## config.mk

```make
export PLATFORM = sky130hd
export DESIGN_NAME = pwil_top
export DESIGN_NICKNAME = d
export VERILOG_FILES = /design/src/rtl/pwil_pkg.sv /design/src/rtl/pwil_top.sv
export VERILOG_INCLUDE_DIRS = /design/src /design/src/rtl
export SDC_FILE = /design/constraint.sdc
export NUM_CORES = 1
export LEC_CHECK = 0
export BUFFER_PORTS_ARGS = -buffer_cell sky130_fd_sc_hd__buf_2
export CAP_MARGIN = 20
export CORE_MARGIN = 4
export CORE_UTILIZATION = 37
export CTS_CLUSTER_DIAMETER = 200
export DETAILED_ROUTE_END_ITERATION = 12
export GPL_ROUTABILITY_DRIVEN = 0
export SYNTH_ARGS = -nofsm -noshare
export SYNTH_HDL_FRONTEND = slang
export SYNTH_SLANG_ARGS = --single-unit
```

## constraint.sdc

```tcl
create_clock -name hclk -period 3 [get_ports hclk]
set_input_delay 0.6 -clock hclk [delete_from_list [all_inputs] [get_ports hclk]]
set_output_delay 0.6 -clock hclk [all_outputs]
set_load 0.03 [all_outputs]
```

## src/rtl/pwil_regs.svh

```systemverilog
// Register indices, field positions and reset values of the port wake and interrupt block
`ifndef PWIL_REGS_SVH
`define PWIL_REGS_SVH

// ==========================================================
// Register indices inside a port space (byte address = 4 * index)
`define PWIL_OFF_WAKE_FLAG 12'h013
`define PWIL_OFF_WAKE_EN 12'h017
`define PWIL_OFF_PORT_STAT 12'h01B
`define PWIL_OFF_PORT_MASK 12'h01F

// ==========================================================
// Global register indices (port field 0)
`define PWIL_OFF_MAC_LO 12'h100
`define PWIL_OFF_MAC_HI 12'h101
`define PWIL_OFF_IRQ_STAT 12'h110
`define PWIL_OFF_IRQ_MASK 12'h111
`define PWIL_GLOBAL_PORT 3'h0

// ==========================================================
// Field positions
`define PWIL_BIT_MAGIC 2
`define PWIL_BIT_LINK 1
`define PWIL_BIT_ENERGY 0
`define PWIL_BIT_PTP 2
`define PWIL_BIT_PHY 1
`define PWIL_BIT_RULE 0

// ==========================================================
// Reset values
`define PWIL_RST_FIELD 3'h0
`define PWIL_RST_MAC 48'h0000_0000_0000

`endif

```

## src/rtl/pwil_pkg.sv

```systemverilog
// Types shared by the port wake and interrupt block
`default_nettype none
package pwil_pkg;

    // Per-port wake detection pulses
    typedef struct packed {
        logic magic;
        logic link;
        logic energy;
    } pwil_wake_t;

    // Per-port interrupt sources
    typedef struct packed {
        logic ptp;
        logic phy;
        logic rule;
    } pwil_src_t;

endpackage : pwil_pkg
`default_nettype wire

```

## src/rtl/pwil_top.sv

```systemverilog
// Per-port wake enables, port interrupt status and mask, behind an AHB-Lite slave
//
// Contract
// - Magic packet wakes only when bit 2 set
// - Magic packet needs destination equal switch address
// - Link up wakes only when bit 1 set
// - Cable energy wakes only when bit 0 set
// - Link and energy wake only on PHY ports
// - Status bit 2 summarises timestamping, PHY ports
// - Status bit 1 summarises PHY interrupts, PHY ports
// - Status bit 0 set by rule-table counter entry
// - Toggling mask bit 0 clears rule-table status
// - Status bits read-only, one when detected, reset zero
// - Port mask bit zero enables, one disables; global mask bit one enables
// - Mask bits 2,1,0: timestamping, PHY, rule table
// - Rule source on all ports, others PHY only
// - Wake flags latched, readable, cleared by write
// - Wake enable and mask replicated per port, port-selected; switch address and global mask shared
`default_nettype none
`include "pwil_regs.svh"

module pwil_top #(
    parameter int NUM_PORTS = 7,
    parameter logic [NUM_PORTS-1:0] PHY_PORTS = 7'h1F
) (
    // Clock and reset
    input wire logic hclk,
    input wire logic hresetn,
    // AHB-Lite slave
    input wire logic hsel,
    input wire logic [31:0] haddr,
    input wire logic [1:0] htrans,
    input wire logic hwrite,
    input wire logic [2:0] hsize,
    input wire logic [31:0] hwdata,
    input wire logic hready,
    output logic [31:0] hrdata,
    output logic hreadyout,
    output logic hresp,
    // Switch core events, one entry per port, port 1 at index 0
    input wire pwil_pkg::pwil_wake_t [NUM_PORTS-1:0] wake_evt,
    input wire logic [NUM_PORTS-1:0][47:0] magic_dst_addr,
    input wire pwil_pkg::pwil_src_t [NUM_PORTS-1:0] irq_src,
    // Outputs
    output logic power_wake_event_output,
    output logic [NUM_PORTS-1:0] port_irq,
    output logic irq
);

    // ==========================================================
    // Address decoding helpers

    function automatic logic pwil_hit(
        input logic [14:0] idx,
        input logic [2:0] port,
        input logic [11:0] off
    );
        return (idx[14:12] == port) && (idx[11:0] == off);
    endfunction : pwil_hit

    // ==========================================================
    // Bus state

    logic wr_pend_ff;
    logic [14:0] wr_idx_ff;
    logic [31:0] hrdata_ff;
    logic hreadyout_ff;
    logic hresp_ff;
    logic [47:0] mac_ff;
    logic [NUM_PORTS-1:0] irq_stat_ff;
    logic [NUM_PORTS-1:0] irq_mask_ff;
    logic irq_ff;
    logic pme_ff;
    logic [NUM_PORTS-1:0] port_irq_ff;

    wire addr_take = hsel && htrans[1] && hready;
    wire addr_in_map = (haddr[31:17] == 15'h0000);
    wire [14:0] a_idx = haddr[16:2];
    wire rd_take = addr_take && !hwrite;
    wire wr_take = addr_take && hwrite && addr_in_map;

    // ==========================================================
    // Global write strobes (data phase)

    wire we_mac_lo = wr_pend_ff && pwil_hit(wr_idx_ff, `PWIL_GLOBAL_PORT, `PWIL_OFF_MAC_LO);
    wire we_mac_hi = wr_pend_ff && pwil_hit(wr_idx_ff, `PWIL_GLOBAL_PORT, `PWIL_OFF_MAC_HI);
    wire we_irq_stat = wr_pend_ff &&
        pwil_hit(wr_idx_ff, `PWIL_GLOBAL_PORT, `PWIL_OFF_IRQ_STAT);
    wire we_irq_mask = wr_pend_ff &&
        pwil_hit(wr_idx_ff, `PWIL_GLOBAL_PORT, `PWIL_OFF_IRQ_MASK);

    // ==========================================================
    // Per-port copies

    wire [31:0] rd_port [NUM_PORTS];
    wire [NUM_PORTS-1:0] pme_port;
    wire [NUM_PORTS-1:0] port_irq_nxt;

    genvar p;
    generate
        for (p = 0; p < NUM_PORTS; p++) begin : gen_port
            logic [2:0] wake_flag_ff;
            logic [2:0] wake_en_ff;
            logic [2:0] stat_ff;
            logic [2:0] mask_ff;

            localparam logic [2:0] PNUM = 3'(p + 1);
            localparam logic IS_PHY = PHY_PORTS[p];

            // Write strobes for this port's copy
            wire we_flag = wr_pend_ff &&
                pwil_hit(wr_idx_ff, PNUM, `PWIL_OFF_WAKE_FLAG);
            wire we_en = wr_pend_ff && pwil_hit(wr_idx_ff, PNUM, `PWIL_OFF_WAKE_EN);
            wire we_mask = wr_pend_ff && pwil_hit(wr_idx_ff, PNUM, `PWIL_OFF_PORT_MASK);

            // Wake detection
            wire magic_ok = wake_evt[p].magic && (magic_dst_addr[p] == mac_ff);
            wire link_ok = wake_evt[p].link && IS_PHY;
            wire energy_ok = wake_evt[p].energy && IS_PHY;
            wire [2:0] wake_set = {magic_ok, link_ok, energy_ok};
            wire [2:0] wake_clr = we_flag ? hwdata[2:0] : 3'h0;
            wire [2:0] nxt_wake_flag = (wake_flag_ff & ~wake_clr) | wake_set;

            // Link and energy enables only count on PHY ports
            wire [2:0] en_eff = {wake_en_ff[`PWIL_BIT_MAGIC],
                                 wake_en_ff[`PWIL_BIT_LINK] && IS_PHY,
                                 wake_en_ff[`PWIL_BIT_ENERGY] && IS_PHY};
            assign pme_port[p] = |(wake_flag_ff & en_eff);

            // Interrupt sources
            wire rule_toggle = we_mask &&
                (hwdata[`PWIL_BIT_RULE] != mask_ff[`PWIL_BIT_RULE]);
            wire nxt_rule = (stat_ff[`PWIL_BIT_RULE] && !rule_toggle) ||
                irq_src[p].rule;
            wire [2:0] nxt_stat = {irq_src[p].ptp && IS_PHY,
                                   irq_src[p].phy && IS_PHY,
                                   nxt_rule};
            assign port_irq_nxt[p] = |(stat_ff & ~mask_ff);

            always_ff @(posedge hclk or negedge hresetn) begin
                if (!hresetn) begin
                    wake_flag_ff <= `PWIL_RST_FIELD;
                    wake_en_ff <= `PWIL_RST_FIELD;
                    stat_ff <= `PWIL_RST_FIELD;
                    mask_ff <= `PWIL_RST_FIELD;
                end else begin
                    wake_flag_ff <= nxt_wake_flag;
                    stat_ff <= nxt_stat;
                    if (we_en) begin
                        wake_en_ff <= hwdata[2:0];
                    end
                    if (we_mask) begin
                        mask_ff <= hwdata[2:0];
                    end
                end
            end

            // Read value of this port's copy
            wire hit_flag = pwil_hit(a_idx, PNUM, `PWIL_OFF_WAKE_FLAG);
            wire hit_en = pwil_hit(a_idx, PNUM, `PWIL_OFF_WAKE_EN);
            wire hit_stat = pwil_hit(a_idx, PNUM, `PWIL_OFF_PORT_STAT);
            wire hit_mask = pwil_hit(a_idx, PNUM, `PWIL_OFF_PORT_MASK);
            assign rd_port[p] = hit_flag ? {29'h0000_0000, wake_flag_ff} :
                                hit_en ? {29'h0000_0000, wake_en_ff} :
                                hit_stat ? {29'h0000_0000, stat_ff} :
                                hit_mask ? {29'h0000_0000, mask_ff} :
                                32'h0000_0000;
        end
    endgenerate

    // ==========================================================
    // Read data selection

    wire hit_mac_lo = pwil_hit(a_idx, `PWIL_GLOBAL_PORT, `PWIL_OFF_MAC_LO);
    wire hit_mac_hi = pwil_hit(a_idx, `PWIL_GLOBAL_PORT, `PWIL_OFF_MAC_HI);
    wire hit_irq_stat = pwil_hit(a_idx, `PWIL_GLOBAL_PORT, `PWIL_OFF_IRQ_STAT);
    wire hit_irq_mask = pwil_hit(a_idx, `PWIL_GLOBAL_PORT, `PWIL_OFF_IRQ_MASK);
    wire [31:0] rd_global = hit_mac_lo ? mac_ff[31:0] :
                            hit_mac_hi ? {16'h0000, mac_ff[47:32]} :
                            hit_irq_stat ? 32'(irq_stat_ff) :
                            hit_irq_mask ? 32'(irq_mask_ff) :
                            32'h0000_0000;

    logic [31:0] rd_ports_or;
    always_comb begin
        rd_ports_or = 32'h0000_0000;
        for (int i = 0; i < NUM_PORTS; i++) begin
            rd_ports_or = rd_ports_or | rd_port[i];
        end
    end

    // Unmapped addresses read as zero
    wire [31:0] rd_data = addr_in_map ? (rd_ports_or | rd_global) : 32'h0000_0000;

    // ==========================================================
    // AHB-Lite slave: no wait states, always OKAY

    always_ff @(posedge hclk or negedge hresetn) begin
        if (!hresetn) begin
            wr_pend_ff <= 1'b0;
            wr_idx_ff <= 15'h0000;
            hrdata_ff <= 32'h0000_0000;
            hreadyout_ff <= 1'b0;
            hresp_ff <= 1'b0;
        end else begin
            wr_pend_ff <= wr_take;
            hreadyout_ff <= 1'b1;
            hresp_ff <= 1'b0;
            if (wr_take) begin
                wr_idx_ff <= a_idx;
            end
            if (rd_take) begin
                hrdata_ff <= rd_data;
            end
        end
    end

    // ==========================================================
    // Switch address, global interrupt status and mask, outputs

    wire [NUM_PORTS-1:0] irq_clr = we_irq_stat ? hwdata[NUM_PORTS-1:0] : '0;
    wire [NUM_PORTS-1:0] nxt_irq_stat = (irq_stat_ff & ~irq_clr) | port_irq_ff;

    always_ff @(posedge hclk or negedge hresetn) begin
        if (!hresetn) begin
            mac_ff <= `PWIL_RST_MAC;
            irq_stat_ff <= '0;
            irq_mask_ff <= '0;
            irq_ff <= 1'b0;
            pme_ff <= 1'b0;
            port_irq_ff <= '0;
        end else begin
            if (we_mac_lo) begin
                mac_ff[31:0] <= hwdata;
            end
            if (we_mac_hi) begin
                mac_ff[47:32] <= hwdata[15:0];
            end
            if (we_irq_mask) begin
                irq_mask_ff <= hwdata[NUM_PORTS-1:0];
            end
            irq_stat_ff <= nxt_irq_stat;
            irq_ff <= |(irq_stat_ff & irq_mask_ff);
            pme_ff <= |pme_port;
            port_irq_ff <= port_irq_nxt;
        end
    end

    assign hrdata = hrdata_ff;
    assign hreadyout = hreadyout_ff;
    assign hresp = hresp_ff;
    assign power_wake_event_output = pme_ff;
    assign port_irq = port_irq_ff;
    assign irq = irq_ff;

endmodule : pwil_top
`default_nettype wire

```

==> impl_metrics.prom, run 1 <==
# TYPE chip_impl_metric gauge
chip_impl_metric{name="grt_pass1_wl",unit="mm"} 88.39
chip_impl_metric{name="num_rows",unit=""} 67
chip_impl_metric{name="globalRoute.totalOverflow",unit=""} 0
chip_impl_info{name="critical_path.cell_chain",value="buf_4 -> xor2_1 -> nor4_1 -> buf_4 -> nand4_1 -> o41ai_1"} 1
chip_impl_info{name="final_cell_mix",value="buf_2, xnor2_1, dfrtp_1, mux2_2, xor2_1"} 1
chip_impl_metric{name="dr_wl_cell",unit="microns"} 28.69
chip_impl_metric{name="post_synth.cell_area_avg",unit="sq um"} 10.33
chip_impl_metric{name="fp.coreArea",unit="sq um"} 33780
chip_impl_metric{name="met2RoutedLength",unit="mm"} 30.64
chip_impl_metric{name="drc_errors",unit=""} 0
chip_impl_metric{name="cts_hold_buf",unit=""} 0
chip_impl_info{name="grt_setup_unrepaired",value="no"} 1
chip_impl_metric{name="drv_cap",unit=""} 0
chip_impl_metric{name="detail_route.iter0.violations",unit=""} 1130
chip_impl_metric{name="synth-adder-area-share",unit="%"} 0
chip_impl_metric{name="worst_pin_slew",unit="ns"} 0.9304
chip_impl_metric{name="slew_headroom",unit="%"} 37.40
chip_impl_metric{name="chipHeight",unit="microns"} 193.7
chip_impl_metric{name="start_util",unit="%"} 37.75
chip_impl_metric{name="finalWorstPathRequiredPeriod",unit="ns"} 2.671
chip_impl_metric{name="port_buffers",unit=""} 479
chip_impl_info{name="crit-reg2reg-launch",value="mac_ff[43]"} 1
chip_impl_info{name="timing.rr.end",value="gen_port[5].wake_flag_ff[2]"} 1
chip_impl_metric{name="synth_edf_count",unit=""} 0
chip_impl_metric{name="timing.clock.skew",unit="ns"} 0.02090
chip_impl_info{name="critical_path.endpoint_type",value="flip-flop"} 1
chip_impl_metric{name="routed_wirelength",unit="mm"} 62.83
chip_impl_metric{name="cts_buffers",unit=""} 17
chip_impl_metric{name="final-hold-violation-count",unit=""} 0
chip_impl_metric{name="synth_cell_type_count",unit=""} 61
chip_impl_metric{name="fraction_of_the_mapped_netlist_area_in_compound_gates",unit="%"} 10.25
chip_impl_info{name="worst_path_most_repeated_cell",value="buf_4"} 1
chip_impl_info{name="run_status",value="finished, final reports clean"} 1
chip_impl_metric{name="final_net_count",unit=""} 2170
chip_impl_info{name="crit_path_top_delay_cell",value="dfrtp_1"} 1
chip_impl_metric{name="setup-tns-final",unit="ns"} 0
chip_impl_metric{name="synthesis.nets",unit=""} 1687
chip_impl_metric{name="postSynth.asyncResetShare",unit="%"} 100.0
chip_impl_metric{name="drt_first_pass_iters",unit=""} 7
chip_impl_info{name="layout_commonest_cell",value="buf_2"} 1
chip_impl_metric{name="fraction_of_final_layout_cells_sized_beyond_drive_strength_1",unit="%"} 41.19
chip_impl_metric{name="yosys_warnings",unit=""} 0
chip_impl_info{name="start_kind",value="flip-flop"} 1
chip_impl_metric{name="number_of_endpoints_failing_setup_at_the_final_stage",unit=""} 0
chip_impl_info{name="timing.setup.critical_path_class",value="reg2reg"} 1
chip_impl_metric{name="synth_sequential_area_ratio",unit="%"} 39.24
chip_impl_metric{name="ant_nets",unit=""} 0
chip_impl_metric{name="num-fill-cells",unit=""} 3271
chip_impl_info{name="clk_root_buffer_cell",value="clkbuf_16"} 1
chip_impl_metric{name="route.layer.met1.wl",unit="mm"} 23.24
chip_impl_metric{name="crit_required",unit="ns"} 3.33
chip_impl_metric{name="hold_ws",unit="ns"} 0.1858
chip_impl_info{name="tritoncts_clock_tree",value="built"} 1
chip_impl_metric{name="global_route.usage.total",unit="%"} 32.31
chip_impl_metric{name="cts.reportedPaths.clkPinSlew",unit="ns"} 0.08
chip_impl_metric{name="dp_hpwl",unit="mm"} 51.63
chip_impl_metric{name="grt_start_max_net_pins",unit=""} 69
chip_impl_info{name="synth_top_family_by_area",value="XOR/XNOR gates"} 1
chip_impl_metric{name="synthesis.area",unit="sq um"} 12750
chip_impl_metric{name="timing.final.crit_share",unit="%"} 89.04
chip_impl_metric{name="vias_in_the_first_global_route",unit=""} 12640
chip_impl_metric{name="clock_latency",unit="ns"} 0.45
chip_impl_metric{name="maxSlewViolCount",unit=""} 0
chip_impl_metric{name="routed_via_density",unit=""} 5.628
chip_impl_metric{name="critical_path_arrival",unit="ns"} 3.00
chip_impl_metric{name="synth_mux_area_share",unit="%"} 11.87
chip_impl_metric{name="clock_sinks",unit=""} 200
chip_impl_metric{name="num_vias",unit=""} 12330
chip_impl_info{name="setup.worst_path.start",value="mac_ff[43]"} 1
chip_impl_metric{name="dr_wl_met3",unit="mm"} 5.222
chip_impl_metric{name="max_clock_freq",unit="GHz"} 0.3744
chip_impl_metric{name="syn2layout_area_growth",unit="%"} 29.59
chip_impl_metric{name="number_of_antenna_violations_at_the_first_check_in_global_routing",unit=""} 11
chip_impl_metric{name="post_synth_xor_area_fraction",unit="%"} 21.56
chip_impl_metric{name="number_of_instances_in_the_synthesized_netlist",unit=""} 1235
chip_impl_metric{name="setup.reg_to_reg.worst_slack",unit="ns"} 0.33
chip_impl_metric{name="critical-path-max-stage-delay",unit="ns"} 0.83
chip_impl_metric{name="vdd.ir_drop.worst",unit="V"} 0.0003672
chip_impl_metric{name="power.density_cell_area",unit="nW/um^2"} 361.3
chip_impl_metric{name="fp.dieW",unit="microns"} 193.7
chip_impl_metric{name="worst-r2r-cell-count",unit=""} 6
chip_impl_metric{name="post-cts-setup-buffer-count",unit=""} 0
chip_impl_metric{name="clock_tree.buffer_depth",unit=""} 2
chip_impl_metric{name="yosys.area_share.simple",unit="%"} 12.88
chip_impl_metric{name="timing.critical_path.fanout_max",unit=""} 7
chip_impl_info{name="maxUsedRoutingLayer",value="met5"} 1
chip_impl_metric{name="power_leakage",unit="nW"} 7.636
chip_impl_info{name="worstHoldPathType",value="in2async"} 1
chip_impl_metric{name="die_area",unit="sq um"} 37500
chip_impl_info{name="setup.worst_path.end",value="gen_port[5].wake_flag_ff[2]"} 1
chip_impl_metric{name="cts-resized-gates",unit=""} 0
chip_impl_metric{name="cts.htree.levels",unit=""} 4
chip_impl_metric{name="pin_count",unit=""} 495
chip_impl_metric{name="ys_ff_latch",unit=""} 200
chip_impl_info{name="synthFlopType",value="dfrtp_1"} 1
[where the power goes]
group,internal [W],switching [W]
sequential,0.00272,0.0000271
clock,0.00124,0.00110
combinational,0.000433,0.000448
[cells by family (layout without fill, tap and decap cells)]
family | after synthesis | after routing
xor gates and xnor gates | 314 | 314
buffers and inverters | 126 | 622
muxes | 128 | 128
AOI/OAI and AO/OA | 186 | 186
other | 2 | 13
DFF | 200 | 200
and+or+nand+nor | 279 | 279
[cells in the mapped netlist (8+ instances only)]
library cell  number  area share, %
clkbuf_1          59            1.7
dfrtp_1          200             39
o22ai_1           11           0.54
xnor2_1          213             15
nor2b_1            9           0.44
buf_2             16           0.63
a22oi_1           16           0.94
o21ai_0           59            2.3
a22o_1            23            1.6
nor4_1            35            1.7
nand3_1           18           0.71
inv_1             41            1.2
a21o_1             8           0.47
nand2_1           57            1.7
nor2_1            21           0.62
a21oi_1           11           0.43
a221oi_1          14           0.96
nand2b_1          23            1.1
nand4_1           65            3.2
mux2_2           106            9.4
mux2i_1           14            1.1
mux4_2             8            1.4
xor2_1           101            6.9
nor3_1            13           0.51
[stage by stage]
| step | worst slack [ns] | cells | utilization (%) | area [sq um] | total power [W] |
|---|---|---|---|---|---|
| after floorplan | 0.7671 | 1235 | - | 12750 | 0.003137 |
| after global placement | 0.2065 | 2147 | 47.13 | 15920 | 0.003662 |
| after detailed placement | 0.1958 | 2147 | 47.13 | 15920 | 0.003672 |
| after CTS | 0.4145 | 2179 | 48.84 | 16500 | 0.005996 |
| after global routing | 0.3307 | 2187 | 48.90 | 16520 | 0.006181 |
| final | 0.3287 | 2190 | 48.92 | 16530 | 0.005971 |
[final cells by class]
type	count	area (sq um)	area share, %
clock inverter	13	143.9	0.8706
tap	448	560.5	3.392
inverter	41	153.9	0.9312
antenna	11	27.53	0.1666
timing repair buffer	549	2982	18.04
clock buffer	19	432.9	2.619
sequential	200	5005	30.28
multi-input combinational	909	7222	43.70
[state kept, by name, summed over array words and instances (netlist names)]
register / cells
hreadyout: 1
mac_ff: 48
port_irq: 7
gen_port.mask_ff: 21
gen_port.wake_flag_ff: 21
power_wake_event_output: 1
hrdata: 32
gen_port.en_eff: 15
gen_port.wake_en_ff: 6
wr_pend_ff: 1
wr_idx_ff: 15
irq_stat_ff: 7
irq: 1
irq_mask_ff: 7
gen_port.stat_ff: 17
[critical path, delay by kind of cell, from the launching register on]
kind	cells	cell delay, ns
AO/OA/AOI/OAI	1	0.25
XOR/XNOR	1	0.07
buffers and inverters	2	0.51
flip-flops	1	0.83
AND/OR/NAND/NOR	2	0.89
[worst min path at each step]
stage | startpoint | end | slack (ns) | depth (start not counted)
finish | hresetn | hrdata[30] | 0.19 | 1
global route | hresetn | hrdata[30] | 0.20 | 1
CTS | hresetn | hrdata[10] | 0.19 | 1
detailed placement | hrdata[15] | hrdata[15] | 0.46 | 2
global placement | port_irq[5] | irq_stat_ff[5] | 0.45 | 1
floorplan | hresetn | gen_port[0].en_eff[0] | 0.30 | 0
[per-layer routing]
layer / global-route usage [%] / up-vias
met1: 38.50 / 6158
met2: 54.71 / 655
li1: - / 5347
met3: 7.402 / 164
met5: 0 / -
met4: 16.68 / 2
No activity file was read; power rests on OpenSTA's default activity.
==> run 2, diff against run 1 <==
--- a/config.mk
+++ b/config.mk
@@ -13,6 +13,7 @@
 export CTS_CLUSTER_DIAMETER = 200
 export DETAILED_ROUTE_END_ITERATION = 12
 export GPL_ROUTABILITY_DRIVEN = 0
+export PLACE_DENSITY = 0.71
 export SYNTH_ARGS = -nofsm -noshare
 export SYNTH_HDL_FRONTEND = slang
 export SYNTH_SLANG_ARGS = --single-unit
==> run 2 against run 1 <==
Flip-flop and latch count unchanged. Power shrank 1.6%. Wire length fell by 1.9%. Clock skew is 0.0053 ns lower. Cell area down 0.95%.
==> impl_metrics.prom, run 2 (synthesis results as in run 1) <==
# TYPE chip_impl_metric gauge
chip_impl_info{name="clk_root_buffer_cell",value="clkbuf_16"} 1
chip_impl_info{name="regMostFlops",value="mac_ff"} 1
chip_impl_metric{name="grt_start_max_net_pins",unit=""} 68
chip_impl_metric{name="num_rows",unit=""} 67
chip_impl_metric{name="timing.clock.skew",unit="ns"} 0.01563
chip_impl_metric{name="vias_in_the_first_global_route",unit=""} 13050
chip_impl_metric{name="max_clock_freq",unit="GHz"} 0.3772
chip_impl_metric{name="number_of_antenna_violations_at_the_first_check_in_global_routing",unit=""} 10
chip_impl_info{name="timing.setup.critical_path_class",value="reg2reg"} 1
chip_impl_metric{name="hold_ws",unit="ns"} 0.1366
chip_impl_metric{name="post-cts-setup-buffer-count",unit=""} 0
chip_impl_metric{name="ant_nets",unit=""} 0
chip_impl_metric{name="timing.critical_path.fanout_max",unit=""} 7
chip_impl_metric{name="worst_pin_slew",unit="ns"} 0.8856
chip_impl_info{name="maxUsedRoutingLayer",value="met5"} 1
chip_impl_metric{name="post_layout_nonfiller_instances",unit=""} 2170
chip_impl_info{name="start_kind",value="flip-flop"} 1
chip_impl_metric{name="dp_cells",unit=""} 2127
chip_impl_metric{name="routed_wirelength",unit="mm"} 61.65
chip_impl_metric{name="worst-r2r-cell-count",unit=""} 6
chip_impl_metric{name="drt_first_pass_iters",unit=""} 6
chip_impl_metric{name="finalWorstPathRequiredPeriod",unit="ns"} 2.651
chip_impl_metric{name="critical_path_arrival",unit="ns"} 2.95
chip_impl_metric{name="largest_reg_flops",unit=""} 48
chip_impl_metric{name="dr_wl_met3",unit="mm"} 6.184
chip_impl_info{name="worstHoldPathType",value="in2async"} 1
chip_impl_metric{name="num-fill-cells",unit=""} 3154
chip_impl_metric{name="met2RoutedLength",unit="mm"} 29.17
chip_impl_metric{name="maxSlewViolCount",unit=""} 0
chip_impl_metric{name="multi_input_comb_area",unit="sq um"} 7222
chip_impl_metric{name="drv_cap",unit=""} 0
chip_impl_metric{name="placed_area",unit="sq um"} 15790
chip_impl_metric{name="vdd.ir_drop.worst",unit="V"} 0.0003287
chip_impl_metric{name="cts_buffers",unit=""} 17
chip_impl_metric{name="power.density_cell_area",unit="nW/um^2"} 359.0
chip_impl_metric{name="globalRoute.totalOverflow",unit=""} 0
chip_impl_metric{name="chipHeight",unit="microns"} 193.7
chip_impl_metric{name="routed_via_density",unit=""} 5.752
chip_impl_metric{name="num_vias",unit=""} 12480
chip_impl_metric{name="drc_errors",unit=""} 0
chip_impl_metric{name="dr_wl_cell",unit="microns"} 28.41
chip_impl_info{name="layout_commonest_cell",value="buf_2"} 1
chip_impl_metric{name="start_util",unit="%"} 37.75
chip_impl_metric{name="die_area",unit="sq um"} 37500
chip_impl_metric{name="timing.final.crit_share",unit="%"} 88.38
chip_impl_info{name="setup.worst_path.start",value="wr_idx_ff[6]"} 1
chip_impl_metric{name="cts_hold_buf",unit=""} 0
chip_impl_metric{name="crit_required",unit="ns"} 3.30
chip_impl_metric{name="global_route.usage.total",unit="%"} 31.62
chip_impl_metric{name="port_buffers",unit=""} 479
chip_impl_metric{name="clock_sinks",unit=""} 200
chip_impl_info{name="tritoncts_clock_tree",value="built"} 1
chip_impl_metric{name="final_net_count",unit=""} 2150
chip_impl_info{name="crit-reg2reg-launch",value="wr_idx_ff[6]"} 1
chip_impl_metric{name="fraction_of_final_layout_cells_sized_beyond_drive_strength_1",unit="%"} 40.56
chip_impl_info{name="grt_setup_unrepaired",value="no"} 1
chip_impl_metric{name="cts.htree.levels",unit=""} 4
chip_impl_metric{name="fin_area",unit="sq um"} 16370
chip_impl_metric{name="grt_pass1_wl",unit="mm"} 87.90
chip_impl_metric{name="slew_headroom",unit="%"} 39.44
chip_impl_metric{name="pin_count",unit=""} 495
chip_impl_metric{name="cts.reportedPaths.clkPinSlew",unit="ns"} 0.08
chip_impl_metric{name="dp_hpwl",unit="mm"} 49.75
chip_impl_info{name="timing.rr.end",value="gen_port[0].wake_flag_ff[2]"} 1
chip_impl_metric{name="fp.coreArea",unit="sq um"} 33780
chip_impl_metric{name="syn2layout_area_growth",unit="%"} 28.35
chip_impl_info{name="run_status",value="finished, final reports clean"} 1
chip_impl_info{name="final_cell_mix",value="buf_2, xnor2_1, dfrtp_1, mux2_2, xor2_1"} 1
chip_impl_metric{name="setup.reg_to_reg.worst_slack",unit="ns"} 0.35
chip_impl_metric{name="route.layer.met1.wl",unit="mm"} 21.79
chip_impl_metric{name="detail_route.iter0.violations",unit=""} 1112
chip_impl_metric{name="finalCoreUtilization",unit="%"} 48.45
chip_impl_metric{name="fp.dieW",unit="microns"} 193.7
chip_impl_info{name="critical_path.endpoint_type",value="flip-flop"} 1
chip_impl_metric{name="clock_latency",unit="ns"} 0.44
chip_impl_metric{name="cts-resized-gates",unit=""} 0
chip_impl_metric{name="regArea",unit="sq um"} 5005
chip_impl_info{name="setup.worst_path.end",value="gen_port[0].wake_flag_ff[2]"} 1
chip_impl_metric{name="fin_total_pwr",unit="W"} 0.005876
chip_impl_metric{name="power_leakage",unit="nW"} 7.531
chip_impl_metric{name="final-hold-violation-count",unit=""} 0
chip_impl_metric{name="clock_tree.buffer_depth",unit=""} 2
chip_impl_metric{name="number_of_endpoints_failing_setup_at_the_final_stage",unit=""} 0
-- run 2: cell count changes in the layout (fill, tap and decap cells not counted), sizes merged --
cell      before  now
buf          548  528
bufinv         2    0
clkinv         3    6
inv           46   47
clkinvlp       3    1
-- run 2: worst max-delay path: stages (launching register included) --
cell and delay [ns]:
dfrtp_1 0.39, or4_4 0.56, nor4_4 0.32, nor3b_1 0.48
nand2_1 0.23, o21ai_0 0.36, o21ai_0 0.17
-- run 2: layer usage --
layer  global-route usage [%]  vias to the layer above
met5                        0                        -
met4                    18.38                        2
li1                         -                     5324
met2                    52.30                      851
met3                    9.070                      235
met1                    36.67                     6070
-- run 2: how the worst min path moves through the flow --
stage | cells after the start | slack [ns] | endpoint | from
after floorplan | 0 | 0.30 | gen_port[0].en_eff[0] | hresetn
after global placement | 2 | 0.45 | hrdata[10] | hrdata[10]
after detailed placement | 2 | 0.46 | hrdata[10] | hrdata[10]
after CTS | 1 | 0.17 | hrdata[27] | hresetn
after global routing | 1 | 0.17 | hrdata[27] | hresetn
final | 1 | 0.14 | hrdata[27] | hresetn
-- run 2: through the flow --
| stage | setup WS (ns) | TNS (ns) |
|---|---|---|
| 4_1_cts | 0.3168 | 0 |
| 6_report | 0.3487 | 0 |
| 3_5_place_dp | -0.005152 | -0.005152 |
| 3_3_place_gp | 0.1020 | 0 |
| 2_1_floorplan | 0.7671 | 0 |
| 5_1_grt | 0.1813 | 0 |
-- run 2: power breakdown --
group / leakage (nW) / internal, W / switching [W]
logic: 4.76 / 0.000431 / 0.000461
clock network: 0.273 / 0.00111 / 0.00112
registers: 2.50 / 0.00272 / 0.0000268
total: 7.53 / 0.00427 / 0.00161
-- run 2: final cells by class --
class | instances | share of cell area (%)
clock buffer | 19 | 2.706
tap | 448 | 3.424
antenna | 11 | 0.1682
multi-input combinational | 909 | 44.12
clock inverter | 13 | 0.6956
inverter | 41 | 0.9402
sequential | 200 | 30.57
timing repair buffer | 529 | 17.37
==> run 3, diff against run 2 <==
--- a/config.mk
+++ b/config.mk
@@ -8,10 +8,10 @@
 export LEC_CHECK = 0
 export BUFFER_PORTS_ARGS = -buffer_cell sky130_fd_sc_hd__buf_2
 export CAP_MARGIN = 20
-export CORE_MARGIN = 4
-export CORE_UTILIZATION = 37
+export CORE_AREA = 4 4 191 193
 export CTS_CLUSTER_DIAMETER = 200
 export DETAILED_ROUTE_END_ITERATION = 12
+export DIE_AREA = 0 0 195 197
 export GPL_ROUTABILITY_DRIVEN = 0
 export PLACE_DENSITY = 0.71
 export SYNTH_ARGS = -nofsm -noshare
==> constraint.sdc (replaced) <==
create_clock -name hclk -period 2.9 [get_ports hclk]
set_input_delay 0.58 -clock hclk [delete_from_list [all_inputs] [get_ports hclk]]
set_output_delay 0.58 -clock hclk [all_outputs]
set_load 0.03 [all_outputs]
==> run 3 against run 2 <==
Setup slack worse by 0.20 ns. Via count is 0.33% higher. Highest routed layer unchanged. Combinational power up 2%. Cell area grew 0.66%. Cell count is 0.69% higher.
==> impl_metrics.prom, run 3 (synthesis results as in run 1) <==
# TYPE chip_impl_metric gauge
chip_impl_metric{name="vdd.ir_drop.worst",unit="V"} 0.0004085
chip_impl_metric{name="global_route.usage.total",unit="%"} 30.70
chip_impl_info{name="crit_path_top_delay_cell",value="dfrtp_1"} 1
chip_impl_metric{name="chipHeight",unit="microns"} 197
chip_impl_metric{name="post-cts-setup-buffer-count",unit=""} 0
chip_impl_metric{name="max_clock_freq",unit="GHz"} 0.3638
chip_impl_metric{name="dr_wl_cell",unit="microns"} 28.27
chip_impl_metric{name="multi_input_comb_area",unit="sq um"} 7222
chip_impl_metric{name="clock_tree.buffer_depth",unit=""} 2
chip_impl_metric{name="crit_required",unit="ns"} 3.25
chip_impl_metric{name="critical_path_arrival",unit="ns"} 3.09
chip_impl_metric{name="fp.coreArea",unit="sq um"} 34540
chip_impl_metric{name="timing.clock.skew",unit="ns"} 0.01716
chip_impl_metric{name="cts.reportedPaths.clkPinSlew",unit="ns"} 0.08
chip_impl_metric{name="drv_cap",unit=""} 0
chip_impl_metric{name="hold_ws",unit="ns"} 0.05877
chip_impl_metric{name="grt_start_max_net_pins",unit=""} 64
chip_impl_metric{name="port_buffers",unit=""} 479
chip_impl_metric{name="start_util",unit="%"} 36.92
chip_impl_metric{name="clock_latency",unit="ns"} 0.45
chip_impl_info{name="critical_path.endpoint_type",value="flip-flop"} 1
chip_impl_metric{name="worst_pin_slew",unit="ns"} 0.9757
chip_impl_metric{name="setup.reg_to_reg.worst_slack",unit="ns"} 0.15
chip_impl_metric{name="pin_count",unit=""} 495
chip_impl_metric{name="num-fill-cells",unit=""} 3252
chip_impl_metric{name="timing.critical_path.fanout_max",unit=""} 9
chip_impl_metric{name="cts_hold_buf",unit=""} 0
chip_impl_metric{name="setup-tns-final",unit="ns"} 0
chip_impl_metric{name="num_rows",unit=""} 68
chip_impl_info{name="final_cell_mix",value="buf_2, xnor2_1, dfrtp_1, mux2_2, xor2_1"} 1
chip_impl_metric{name="drt_first_pass_iters",unit=""} 8
chip_impl_info{name="tritoncts_clock_tree",value="built"} 1
chip_impl_metric{name="ant_nets",unit=""} 0
chip_impl_metric{name="num_vias",unit=""} 12520
chip_impl_metric{name="regArea",unit="sq um"} 5005
chip_impl_metric{name="vias_in_the_first_global_route",unit=""} 12970
chip_impl_metric{name="clock_sinks",unit=""} 200
chip_impl_info{name="start_kind",value="flip-flop"} 1
chip_impl_info{name="critical_path.cell_chain",value="xnor2_1 -> nand4_1 -> nor4_1 -> nand3_1 -> buf_4 -> o31ai_1"} 1
chip_impl_info{name="layout_commonest_cell",value="buf_2"} 1
chip_impl_metric{name="timing.final.crit_share",unit="%"} 94.79
chip_impl_info{name="worstHoldPathType",value="in2async"} 1
chip_impl_info{name="run_status",value="finished, final reports clean"} 1
chip_impl_metric{name="cts_buffers",unit=""} 17
chip_impl_info{name="grt_setup_unrepaired",value="no"} 1
chip_impl_metric{name="finalWorstPathRequiredPeriod",unit="ns"} 2.749
chip_impl_metric{name="fp.dieW",unit="microns"} 195
chip_impl_metric{name="fin_total_pwr",unit="W"} 0.006190
chip_impl_metric{name="routed_via_density",unit=""} 5.731
chip_impl_metric{name="cts-resized-gates",unit=""} 0
chip_impl_info{name="cpLargestDelayFamily",value="simple AND/OR/NAND/NOR gates"} 1
chip_impl_info{name="timing.setup.critical_path_class",value="reg2reg"} 1
chip_impl_metric{name="globalRoute.totalOverflow",unit=""} 0
chip_impl_metric{name="routed_wirelength",unit="mm"} 61.77
chip_impl_metric{name="grt_pass1_wl",unit="mm"} 86.68
chip_impl_metric{name="syn2layout_area_growth",unit="%"} 29.20
chip_impl_metric{name="maxSlewViolCount",unit=""} 0
chip_impl_metric{name="die_area",unit="sq um"} 38420
chip_impl_metric{name="cts.htree.levels",unit=""} 4
chip_impl_info{name="clk_root_buffer_cell",value="clkbuf_16"} 1
chip_impl_metric{name="fraction_of_final_layout_cells_sized_beyond_drive_strength_1",unit="%"} 40.96
chip_impl_metric{name="power_leakage",unit="nW"} 7.595
chip_impl_metric{name="largest_reg_flops",unit=""} 48
chip_impl_metric{name="slew_headroom",unit="%"} 34.96
chip_impl_metric{name="number_of_endpoints_failing_setup_at_the_final_stage",unit=""} 0
chip_impl_metric{name="detail_route.iter0.violations",unit=""} 1495
chip_impl_info{name="regMostFlops",value="mac_ff"} 1
chip_impl_metric{name="dp_hpwl",unit="mm"} 50.22
chip_impl_metric{name="power.density_cell_area",unit="nW/um^2"} 375.7
chip_impl_metric{name="worstPathBufferInverterCount",unit=""} 1
chip_impl_metric{name="critical-path-max-stage-delay",unit="ns"} 0.92
chip_impl_metric{name="number_of_antenna_violations_at_the_first_check_in_global_routing",unit=""} 12
chip_impl_metric{name="drc_errors",unit=""} 0
chip_impl_metric{name="final_net_count",unit=""} 2160
chip_impl_metric{name="final-hold-violation-count",unit=""} 0
run 3: cell types whose count changed in the layout (fill, tap and decap cells not counted), sizes merged:
cell    change
clkbuf      -2
diode       -2
inv         +2
buf        +10
run 3: routing by layer:
layer	vias up	share of wire [%]	GRT usage, %
met1	6126	35	34.49
met5	-	0.10	0
li1	5337	-	-
met4	12	5.9	15.15
met2	826	49	52.82
met3	222	10	9.812
run 3: cell type report:
| type | instances | share of cell area (%) |
|---|---|---|
| clock inverters | 15 | 1.048 |
| multi-input cells | 909 | 43.83 |
| clock buffers | 17 | 2.582 |
| diodes | 9 | 0.1367 |
| well taps | 455 | 3.455 |
| inverters | 41 | 0.9340 |
| flip-flops and latches | 200 | 30.37 |
| repair buffers | 539 | 17.64 |
run 3: worst register-to-register path, stage by stage (launching register included):
cell	delay, ns
dfrtp_1	0.92
xnor2_1	0.20
nand4_1	0.12
nor4_1	0.66
nand3_1	0.28
buf_4	0.21
o31ai_1	0.25
run 3: per-stage QoR:
step / cells / area [sq um] / setup WS (ns) / util, %
2_1_floorplan: 1235 / 12750 / 0.6871 / -
3_3_place_gp: 2144 / 15860 / 0.007288 / 45.90
3_5_place_dp: 2144 / 15860 / 0.05245 / 45.90
4_1_cts: 2176 / 16450 / 0.2024 / 47.63
5_1_grt: 2180 / 16460 / 0.1461 / 47.66
6_report: 2185 / 16480 / 0.1512 / 47.70
run 3: final timing paths:
check                      depth (start not counted)                          end        start
max in group asynchronous                          2                   hrdata[12]      hresetn
hold reg to reg                                    1               irq_stat_ff[3]  port_irq[3]
hold / removal                                     1                   mac_ff[16]      hresetn
min in group hclk                                  1       gen_port[3].stat_ff[2]  irq_src[11]
setup / recovery                                   6  gen_port[6].wake_flag_ff[2]   mac_ff[29]
setup reg to reg                                   6  gen_port[6].wake_flag_ff[2]   mac_ff[29]
run 3: report_power, final:
part | internal [W] | switching [W]
clock network | 0.00117 | 0.00127
registers | 0.00281 | 0.0000253
logic | 0.000447 | 0.000465
